File: src/design/enc_cnt_pkg.sv
`default_nettype none
package enc_cnt_pkg;
    // clock and timing
    localparam int unsigned CLK_HZ        = 10_000_000;
    localparam int unsigned MAX_PULSE_HZ  = 80_000;    // pulse/dir and up/down
    localparam int unsigned MAX_QUAD_HZ   = 160_000;   // quadrature transitions
    localparam int unsigned WIN_LONG_MS   = 1000;
    localparam int unsigned WIN_SHORT_MS  = 200;
    localparam int unsigned WIN_LONG_CYC  = (CLK_HZ / 1000) * WIN_LONG_MS;
    localparam int unsigned WIN_SHORT_CYC = (CLK_HZ / 1000) * WIN_SHORT_MS;
    localparam int unsigned WIN_W         = 24;        // window counter width

    // register addresses (word index on the plain port)
    localparam logic [3:0] A_CTRL   = 4'h0;
    localparam logic [3:0] A_PRESET = 4'h1;
    localparam logic [3:0] A_CMD    = 4'h2;
    localparam logic [3:0] A_COUNT  = 4'h3;
    localparam logic [3:0] A_FREQ   = 4'h4;
    localparam logic [3:0] A_LO0    = 4'h5;
    localparam logic [3:0] A_HI0    = 4'h6;
    localparam logic [3:0] A_LO1    = 4'h7;
    localparam logic [3:0] A_HI1    = 4'h8;

    // control field positions
    localparam int unsigned MODE_LSB = 0;   // two bits
    localparam int unsigned WSEL_BIT = 2;   // 1 selects the short window
    localparam int unsigned TRIG_LSB = 4;   // two bits
    localparam int unsigned CMD_BIT  = 0;   // preset command

    // counting modes
    localparam logic [1:0] MODE_PD   = 2'h0;
    localparam logic [1:0] MODE_UD   = 2'h1;
    localparam logic [1:0] MODE_QUAD = 2'h2;
    localparam logic [1:0] MODE_BAD  = 2'h3;

    // preset trigger sources
    localparam logic [1:0] TRIG_IDX  = 2'h0;
    localparam logic [1:0] TRIG_LS   = 2'h1;
    localparam logic [1:0] TRIG_BOTH = 2'h2;
    localparam logic [1:0] TRIG_SW   = 2'h3;

    // reset values
    localparam logic [31:0] RST_LO   = 32'h0000_0001;  // lo above hi: empty range
    localparam logic [31:0] RST_HI   = 32'h0000_0000;
    localparam logic [31:0] ONE      = 32'h0000_0001;
    localparam logic [15:0] FREQ_MAX = 16'h7fff;
    localparam logic [15:0] FREQ_MIN = 16'h8000;

    // register port request
    typedef struct packed {
        logic [3:0]  addr;
        logic [31:0] wdata;
        logic        wr;
        logic        rd;
    } bus_req_t;

    // whole state of the counter
    typedef struct packed {
        logic            a_p;
        logic            b_p;
        logic [1:0]      mode;
        logic [1:0]      trig;
        logic            wsel;
        logic [31:0]     preset;
        logic [31:0]     lo0;
        logic [31:0]     hi0;
        logic [31:0]     lo1;
        logic [31:0]     hi1;
        logic [31:0]     count;
        logic [31:0]     acc;
        logic [15:0]     freq;
        logic [WIN_W-1:0] win;
        logic            out0;
        logic            out1;
        logic [31:0]     rdata;
    } st_t;
endpackage
`default_nettype wire

File: src/design/encoder_pulse_counter.sv
// Local design decisions: the address-and-strobe port and the register offsets.
`timescale 1ns/1ps
`default_nettype none
module encoder_pulse_counter #(
    parameter int unsigned WIN_LONG_CYC  = enc_cnt_pkg::WIN_LONG_CYC,
    parameter int unsigned WIN_SHORT_CYC = enc_cnt_pkg::WIN_SHORT_CYC
) (
    // clock and reset
    input  wire logic                  clk,
    input  wire logic                  nrst,
    // register port
    input  wire enc_cnt_pkg::bus_req_t bus_i,
    output logic [31:0]                rdata,
    // encoder and preset inputs
    input  wire logic                  a_in,
    input  wire logic                  b_in,
    input  wire logic                  index_in,
    input  wire logic                  limit_switch_input,
    // range outputs
    output logic                       out0,
    output logic                       out1
);
    import enc_cnt_pkg::*;

    ////////////////////////////////////////////////////////////////////////
    // elaboration checks; a bad parameter stops the build, not the run
    if (WIN_LONG_CYC < 2 || WIN_SHORT_CYC < 2 ||
        WIN_LONG_CYC > (1 << WIN_W) || WIN_SHORT_CYC > (1 << WIN_W)) begin : win_check
        $error("window length out of range");
    end
    // quadrature needs every transition seen as its own sample
    if (CLK_HZ < 2 * MAX_QUAD_HZ) begin : clk_check
        $error("clock too slow for input rate");
    end

    ////////////////////////////////////////////////////////////////////////
    // reset release through two flops
    logic [1:0] rs_q;           // reset synchroniser
    logic       rst_n;          // released reset

    always_ff @(posedge clk or negedge nrst) begin
        if (!nrst) begin
            rs_q <= 2'h0;
        end else begin
            rs_q <= {rs_q[0], 1'b1};
        end
    end
    assign rst_n = rs_q[1];

    ////////////////////////////////////////////////////////////////////////
    // helpers

    // inclusive signed range test
    function automatic logic in_range(input logic [31:0] c,
                                      input logic [31:0] lo,
                                      input logic [31:0] hi);
        in_range = ($signed(c) >= $signed(lo)) && ($signed(c) <= $signed(hi));
    endfunction

    // clamp the window sum into a 16-bit signed value
    function automatic logic [15:0] sat16(input logic [31:0] v);
        if ($signed(v) > $signed(32'h0000_7fff)) begin
            sat16 = FREQ_MAX;
        end else if ($signed(v) < $signed(32'hffff_8000)) begin
            sat16 = FREQ_MIN;
        end else begin
            sat16 = v[15:0];
        end
    endfunction

    ////////////////////////////////////////////////////////////////////////
    // state and decoded events
    st_t              q;            // registered state
    st_t              d;            // next state
    logic             up;           // count one up this cycle
    logic             dn;           // count one down this cycle
    logic             quad_bad;     // both phases moved together
    logic             hw_hit;       // hardware preset condition
    logic             cmd_pre;      // preset command written
    logic             preset_now;   // preset taken this cycle
    logic             win_end;      // last cycle of a window
    logic [WIN_W-1:0] win_last;     // terminal window count
    logic [31:0]      acc_n;        // window sum incl. this cycle
    logic [31:0]      rd_val;       // read mux

    ////////////////////////////////////////////////////////////////////////
    // next-state logic
    always_comb begin
        d        = q;
        up       = 1'b0;
        dn       = 1'b0;
        quad_bad = 1'b0;
        hw_hit   = 1'b0;
        rd_val   = 32'h0000_0000;
        d.a_p    = a_in;
        d.b_p    = b_in;

        // edge decoding per mode; only the chosen mode acts
        unique case (q.mode)
            MODE_PD: begin
                // rising edge on A, B level picks direction
                up = a_in && !q.a_p && b_in;
                dn = a_in && !q.a_p && !b_in;
            end
            MODE_UD: begin
                // simultaneous edges on A and B cancel out
                up = a_in && !q.a_p && !(b_in && !q.b_p);
                dn = b_in && !q.b_p && !(a_in && !q.a_p);
            end
            MODE_QUAD: begin
                quad_bad = (a_in != q.a_p) && (b_in != q.b_p);
                if (!quad_bad && ((a_in != q.a_p) || (b_in != q.b_p))) begin
                    // a_new xor b_old is high when A leads
                    up = a_in ^ q.b_p;
                    dn = !(a_in ^ q.b_p);
                end
            end
            default: begin
                // illegal code never stored; counting halts
                up = 1'b0;
            end
        endcase

        // preset sources
        unique case (q.trig)
            TRIG_IDX:  hw_hit = index_in;
            TRIG_LS:   hw_hit = limit_switch_input;
            TRIG_BOTH: hw_hit = index_in && limit_switch_input;
            TRIG_SW:   hw_hit = 1'b0;
        endcase
        cmd_pre    = bus_i.wr && (bus_i.addr == A_CMD) && bus_i.wdata[CMD_BIT];
        preset_now = hw_hit || cmd_pre;

        // count: preset wins over motion, wraps naturally
        if (preset_now) begin
            d.count = q.preset;
        end else if (up) begin
            d.count = 32'(q.count + ONE);
        end else if (dn) begin
            d.count = 32'(q.count - ONE);
        end

        // window sum tracks motion even across presets
        acc_n = q.acc;
        if (up) begin
            acc_n = 32'(q.acc + ONE);
        end else if (dn) begin
            acc_n = 32'(q.acc - ONE);
        end
        win_last = q.wsel ? WIN_W'(WIN_SHORT_CYC - 1) : WIN_W'(WIN_LONG_CYC - 1);
        // >= keeps a shortened window from running past its end
        win_end  = (q.win >= win_last);
        if (win_end) begin
            d.freq = sat16(acc_n);
            d.acc  = 32'h0000_0000;
            d.win  = '0;
        end else begin
            d.acc  = acc_n;
            d.win  = WIN_W'(q.win + 1'b1);
        end

        // register writes
        if (bus_i.wr) begin
            unique case (bus_i.addr)
                A_CTRL: begin
                    // a bad mode code keeps the old mode
                    if (bus_i.wdata[MODE_LSB+:2] != MODE_BAD) begin
                        d.mode = bus_i.wdata[MODE_LSB+:2];
                    end
                    d.wsel = bus_i.wdata[WSEL_BIT];
                    d.trig = bus_i.wdata[TRIG_LSB+:2];
                    // restart the window so the next value is clean
                    d.win  = '0;
                    d.acc  = 32'h0000_0000;
                end
                A_PRESET: d.preset = bus_i.wdata;
                A_LO0:    d.lo0    = bus_i.wdata;
                A_HI0:    d.hi0    = bus_i.wdata;
                A_LO1:    d.lo1    = bus_i.wdata;
                A_HI1:    d.hi1    = bus_i.wdata;
                default:  d.rdata  = 32'h0000_0000;  // command and read-only
            endcase
        end

        // outputs follow the new count and new ranges together
        d.out0 = in_range(d.count, d.lo0, d.hi0);
        d.out1 = in_range(d.count, d.lo1, d.hi1);

        // read mux; unmapped reads return zero
        unique case (bus_i.addr)
            A_CTRL:   rd_val = {26'h0, q.trig, 1'b0, q.wsel, q.mode};
            A_PRESET: rd_val = q.preset;
            A_COUNT:  rd_val = q.count;
            A_FREQ:   rd_val = {{16{q.freq[15]}}, q.freq};
            A_LO0:    rd_val = q.lo0;
            A_HI0:    rd_val = q.hi0;
            A_LO1:    rd_val = q.lo1;
            A_HI1:    rd_val = q.hi1;
            default:  rd_val = 32'h0000_0000;
        endcase
        // data stands only in the cycle after the strobe
        d.rdata = bus_i.rd ? rd_val : 32'h0000_0000;
    end

    ////////////////////////////////////////////////////////////////////////
    // state register
    always_ff @(posedge clk or negedge rst_n) begin
        if (!rst_n) begin
            q        <= '0;
            q.trig   <= TRIG_SW;
            q.lo0    <= RST_LO;
            q.hi0    <= RST_HI;
            q.lo1    <= RST_LO;
            q.hi1    <= RST_HI;
        end else begin
            q <= d;
        end
    end

    // every output straight from the state register
    assign rdata = q.rdata;
    assign out0  = q.out0;
    assign out1  = q.out1;

    ////////////////////////////////////////////////////////////////////////
    // checks
    mode_legal_a: assert property (
        @(posedge clk) disable iff (!rst_n) q.mode != MODE_BAD)
        else $error("illegal mode stored");

    pd_count_a: assert property (
        @(posedge clk) disable iff (!rst_n)
        (q.mode == MODE_PD && !preset_now && a_in && !q.a_p && !b_in)
        |=> q.count == 32'($past(q.count) - ONE))
        else $error("pulse/dir down count wrong");

    ud_count_a: assert property (
        @(posedge clk) disable iff (!rst_n)
        (q.mode == MODE_UD && !preset_now && a_in && !q.a_p && !(b_in && !q.b_p))
        |=> q.count == 32'($past(q.count) + ONE))
        else $error("up/down up count wrong");

    quad_lead_a: assert property (
        @(posedge clk) disable iff (!rst_n)
        (q.mode == MODE_QUAD && !preset_now && !q.a_p && !q.b_p && a_in && !b_in)
        |=> q.count == 32'($past(q.count) + ONE))
        else $error("quadrature A lead not counted up");

    quad_bad_a: assert property (
        @(posedge clk) disable iff (!rst_n)
        (q.mode == MODE_QUAD && !preset_now && a_in != q.a_p && b_in != q.b_p)
        |=> $stable(q.count))
        else $error("double transition changed count");

    preset_load_a: assert property (
        @(posedge clk) disable iff (!rst_n)
        preset_now |=> q.count == $past(q.preset))
        else $error("preset not loaded");

    trig_sw_a: assert property (
        @(posedge clk) disable iff (!rst_n)
        (q.trig == TRIG_SW && !cmd_pre && q.mode == MODE_PD && !(a_in && !q.a_p))
        |=> $stable(q.count))
        else $error("count moved without cause");

    freq_hold_a: assert property (
        @(posedge clk) disable iff (!rst_n)
        !win_end |=> $stable(q.freq))
        else $error("frequency changed mid window");

    win_restart_a: assert property (
        @(posedge clk) disable iff (!rst_n)
        (win_end && !bus_i.wr) |=> (q.acc == 32'h0000_0000 && q.win == '0))
        else $error("window did not restart");

    out_range_a: assert property (
        @(posedge clk) disable iff (!rst_n)
        q.out0 == in_range(q.count, q.lo0, q.hi0) &&
        q.out1 == in_range(q.count, q.lo1, q.hi1))
        else $error("output disagrees with range");

    // bounds count as inside: a count sitting on either end keeps out0 on
    bound_on_a: assert property (
        @(posedge clk) disable iff (!rst_n)
        ($signed(q.lo0) <= $signed(q.hi0) && (q.count == q.lo0 || q.count == q.hi0)) |-> q.out0)
        else $error("inclusive bound left output off");

    range_wr_a: assert property (
        @(posedge clk) disable iff (!rst_n)
        (bus_i.wr && bus_i.addr == A_HI1) |=> q.hi1 == $past(bus_i.wdata))
        else $error("range update lost");

    read_once_a: assert property (
        @(posedge clk) disable iff (!rst_n)
        !bus_i.rd |=> q.rdata == 32'h0000_0000)
        else $error("read data outside its cycle");

    quad_cover_c: cover property (
        @(posedge clk) disable iff (!rst_n) q.mode == MODE_QUAD && up);
    preset_cover_c: cover property (
        @(posedge clk) disable iff (!rst_n) hw_hit ##1 q.out0);
    window_cover_c: cover property (
        @(posedge clk) disable iff (!rst_n) win_end && acc_n != 32'h0000_0000);
endmodule
`default_nettype wire

File: config.mk
export PLATFORM = sky130hd
export DESIGN_NAME = encoder_pulse_counter
export DESIGN_NICKNAME = d
export VERILOG_FILES = /design/src/design/enc_cnt_pkg.sv /design/src/design/encoder_pulse_counter.sv
export SDC_FILE = /design/constraint.sdc
export NUM_CORES = 1
export LEC_CHECK = 0
export BUFFER_PORTS_ARGS = -buffer_cell sky130_fd_sc_hd__buf_4
export CORE_UTILIZATION = 40
export CTS_CLUSTER_DIAMETER = 200
export DETAILED_ROUTE_END_ITERATION = 10
export SLEW_MARGIN = 20
export SYNTH_ARGS = -nofsm -noshare
export SYNTH_HDL_FRONTEND = slang
export SYNTH_SLANG_ARGS = --single-unit
File: constraint.sdc
create_clock -name clk -period 10.8 [get_ports clk]
set_input_delay 0.54 -clock clk [delete_from_list [all_inputs] [get_ports clk]]
set_output_delay 0.54 -clock clk [all_outputs]
set_load 0.01 [all_outputs]
==> flow_summary.json <==
{
  "synth_area_um2": 18500,
  "dieHeight_um": 217,
  "final_common_cell": "dfrtp_1",
  "clock_skew_ns": 0.0175,
  "relSlewSlack_pct": 30.3,
  "rsz0062_at_grt": "no",
  "yosys_register_bits": 307,
  "cp_common_cell": "or3_1",
  "hold_class": "input pin to flop",
  "grt_start_max_net_pins": 152,
  "sequentialPowerShare_pct": 36.0,
  "seq_area_frac_synth_pct": 41.5,
  "worstMarginPinSlew_ns": 1.04,
  "finalCritPeriodShare_pct": 53.2,
  "dieArea_um2": 47200,
  "post-route-util_pct": 45.5,
  "clkLatencyLatePin_ns": 0.55,
  "p_int_mw": 2.96,
  "fill_cells": 4354,
  "initial_core_util_pct": 40.7,
  "syn_avg_cell_area_um2": 9.99,
  "cts.sinks": 307,
  "hpwl_um": 39400,
  "synth-edff-count": 0,
  "post_cts_buffers": 0,
  "slowest_delay_ns": 0.56,
  "tns_ns": 0,
  "leakagePower_nw": 9.51,
  "die_w_um": 217,
  "cts_tree": "yes",
  "cp-start-kind": "flop",
  "critical_path.cell_chain": "or3_1 > nor4_1 > o2111ai_1 > nor3_1 > a31oi_1 > nor2_1 > nand2_1 > xor2_1 > o21ai_0 > ha_1 > nand4_1 > or3_1 > or3_1 > a2111o_1 > o211ai_1 > a211oi_1 > mux2i_1 > a31oi_1 > a311oi_1",
  "vias": 14611,
  "drt-total-wl_um": 55300,
  "wl_per_cell_um": 22.2,
  "cp_max_fo": 8,
  "pwr-share-clk_pct": 26.1,
  "crit_path_top_delay_cell": "nor4_1",
  "grt-ovfl-total": 0,
  "num_io_pins": 78,
  "hold_viol_final": 0,
  "reg2reg_setup_slack_ns": 5.05,
  "areaGrowthSynthToFinish_pct": 11.8,
  "grt_pass1_vias": 14879,
  "gp_congestion": 0.955,
  "antenna_found_initial": 1,
  "grt_usage_pct": 23.8,
  "final-max-slew-violation-count": 0,
  "crit_required_ns": 11.24,
  "arrival_ns": 6.18,
  "yosysWarnings": 0,
  "antenna_cells": 0,
  "cpLargestDelayFamily": "simple AND/OR/NAND/NOR gates",
  "drtPass1Iterations": 6,
  "grt_pass1_wl_um": 86800,
  "portBuffers": 77,
  "switching_share_pct": 38.7,
  "status": "finished clean",
  "vdd_drop_max_mv": 0.104,
  "setup_viol": 0,
  "ant_nets": 0,
  "p_sw_mw": 1.87,
  "cts_buffer_depth": 3,
  "period_minus_slack_ns": 5.75,
  "drive_gt1_share_pct": 19.2,
  "h-tree-depth": 2,
  "synth_nets": 2030,
  "num_rows": 78,
  "p_per_area_nw_per_um2": 233,
  "max_cap_viol_count": 0,
  "vias_per_cell": 5.86,
  "path_buf_inv": 0,
  "power_mw": 4.83,
  "drc": 0,
  "combPwrFrac_pct": 37.8,
  "async_reset_ff_share_pct": 100,
  "fp.coreArea_um2": 45500,
  "fmaxAchievable_mhz": 174,
  "criticalPathCategory": "flop to flop",
  "drt-initial-drc-count": 1355,
  "worstSetupEndpointType": "flop",
  "cts_made_buffers": 37,
  "syn_inst": 1854,
  "path_clk_slew_ns": 0.06,
  "ys.flop_type": "dfrtp_1",
  "final_cell_mix": "dfrtp_1 (302), inv_1 (150), mux2_2 (150)",
  "nets": 2046,
  "cts_root_buffer": "clkbuf_16",
  "post_cts_resize_count": 0,
  "ys_types": 87
}
cell families (layout without fill, tap and decap cells):
| logic type | count (synthesis) | after routing | share of synthesized area [%] |
|---|---|---|---|
| flip-flops | 307 | 307 | 41.5 |
| buffers and inverters | 274 | 313 | 6.39 |
| multiplexers | 171 | 171 | 10.3 |
| AND/OR/NAND/NOR | 492 | 492 | 13.6 |
| adder cells (fa/ha/maj) | 133 | 133 | 8.97 |
| AO/OA/AOI/OAI | 395 | 395 | 15.4 |
| XOR/XNOR | 81 | 81 | 3.83 |
| other | 1 | 1 | 0.0202 |
final cells by class:
class / count / area (µm²) / area share, %
Clock inverter: 8 / 143 / 0.689
Sequential cell: 307 / 7690 / 37.1
Tap cell: 600 / 751 / 3.63
Clock buffer: 54 / 1060 / 5.12
Inverter: 150 / 563 / 2.72
Timing Repair Buffer: 101 / 773 / 3.73
Multi-Input combinational cell: 1273 / 9720 / 47.0
state kept, by name (all words and copies together) (netlist names):
| name | count |
|---|---|
| rdata | 32 |
| out0 | 1 |
| rs_q | 2 |
| out1 | 1 |
| q | 271 |
metrics by stage:
stage	instances	setup slack [ns]	area (µm²)	hold slack [ns]
final	2493	5.05	20700	0.143
after CTS	2493	5.16	20700	0.116
after global routing	2493	4.69	20700	0.129
after floorplan	1854	1.62	18500	0.244
after global placement	2430	5.14	19500	0.324
after detailed placement	2430	5.02	19500	0.324
Yosys cell counts (12+ instances only):
library cell  number  area (µm²)
o2111ai_1         12         105
buf_1             18        67.6
ha_1             132        1650
nor3_1            25         125
xnor2_1           47         412
nor2b_1           15        93.8
a21oi_1           43         215
xor2_1            34         298
nand3_1           38         190
mux2_2           150        1690
buf_4             32         240
nand2_1          109         409
nor2_1           131         492
dfrtp_1          303        7580
o21ai_0           60         300
inv_1            150         563
or2_2             21         131
mux2i_1           21         210
and3_1            18         113
or3_1             14        87.6
nor4_1            18         113
o22ai_1           13        81.3
a22oi_1           51         383
nand4_1           41         257
a21o_1            42         315
a31oi_1           47         294
clkbuf_1          66         248
a221oi_1          28         245
power groups by stage:
| stage | sequential (mW) | combinational, mW | clock, mW |
|---|---|---|---|
| after floorplan | 1.60 | 1.35 | 0 |
| after global placement | 1.74 | 1.77 | 0 |
| after detailed placement | 1.74 | 1.79 | 0 |
| after CTS | 1.73 | 1.81 | 1.29 |
| after global routing | 1.77 | 2.03 | 1.33 |
| final | 1.74 | 1.83 | 1.26 |
metal layers:
layer / share of wire, % / global-route usage (%) / routed length [µm] / vias up
met4: 2.6 / 7.37 / 1410 / 0
met2: 46 / 37.5 / 25300 / 466
met5: 0 / 0 / 0 / -
li1: - / - / - / 6738
met1: 45 / 32.7 / 24800 / 7323
met3: 6.8 / 4.92 / 3750 / 84
worst paths after layout:
path / from / to / cells past startpoint
setup / recovery: q[114] / out1 / 19
hold / removal: b_in / q[303] / 1
setup reg to reg: q[114] / out1 / 19
hold reg to reg: rs_q[0] / rs_q[1] / 0
max in group asynchronous: rs_q[1] / rdata[9] / 2
min in group asynchronous: nrst / rs_q[1] / 2
repair_timing:
| item | in CTS | in global routing |
|---|---|---|
| endpoints found under the hold margin | 2 | 0 |
| hold buffers | 1 | 0 |
| setup endpoints to repair | 0 | 0 |
(Power assumes the default switching activity.)
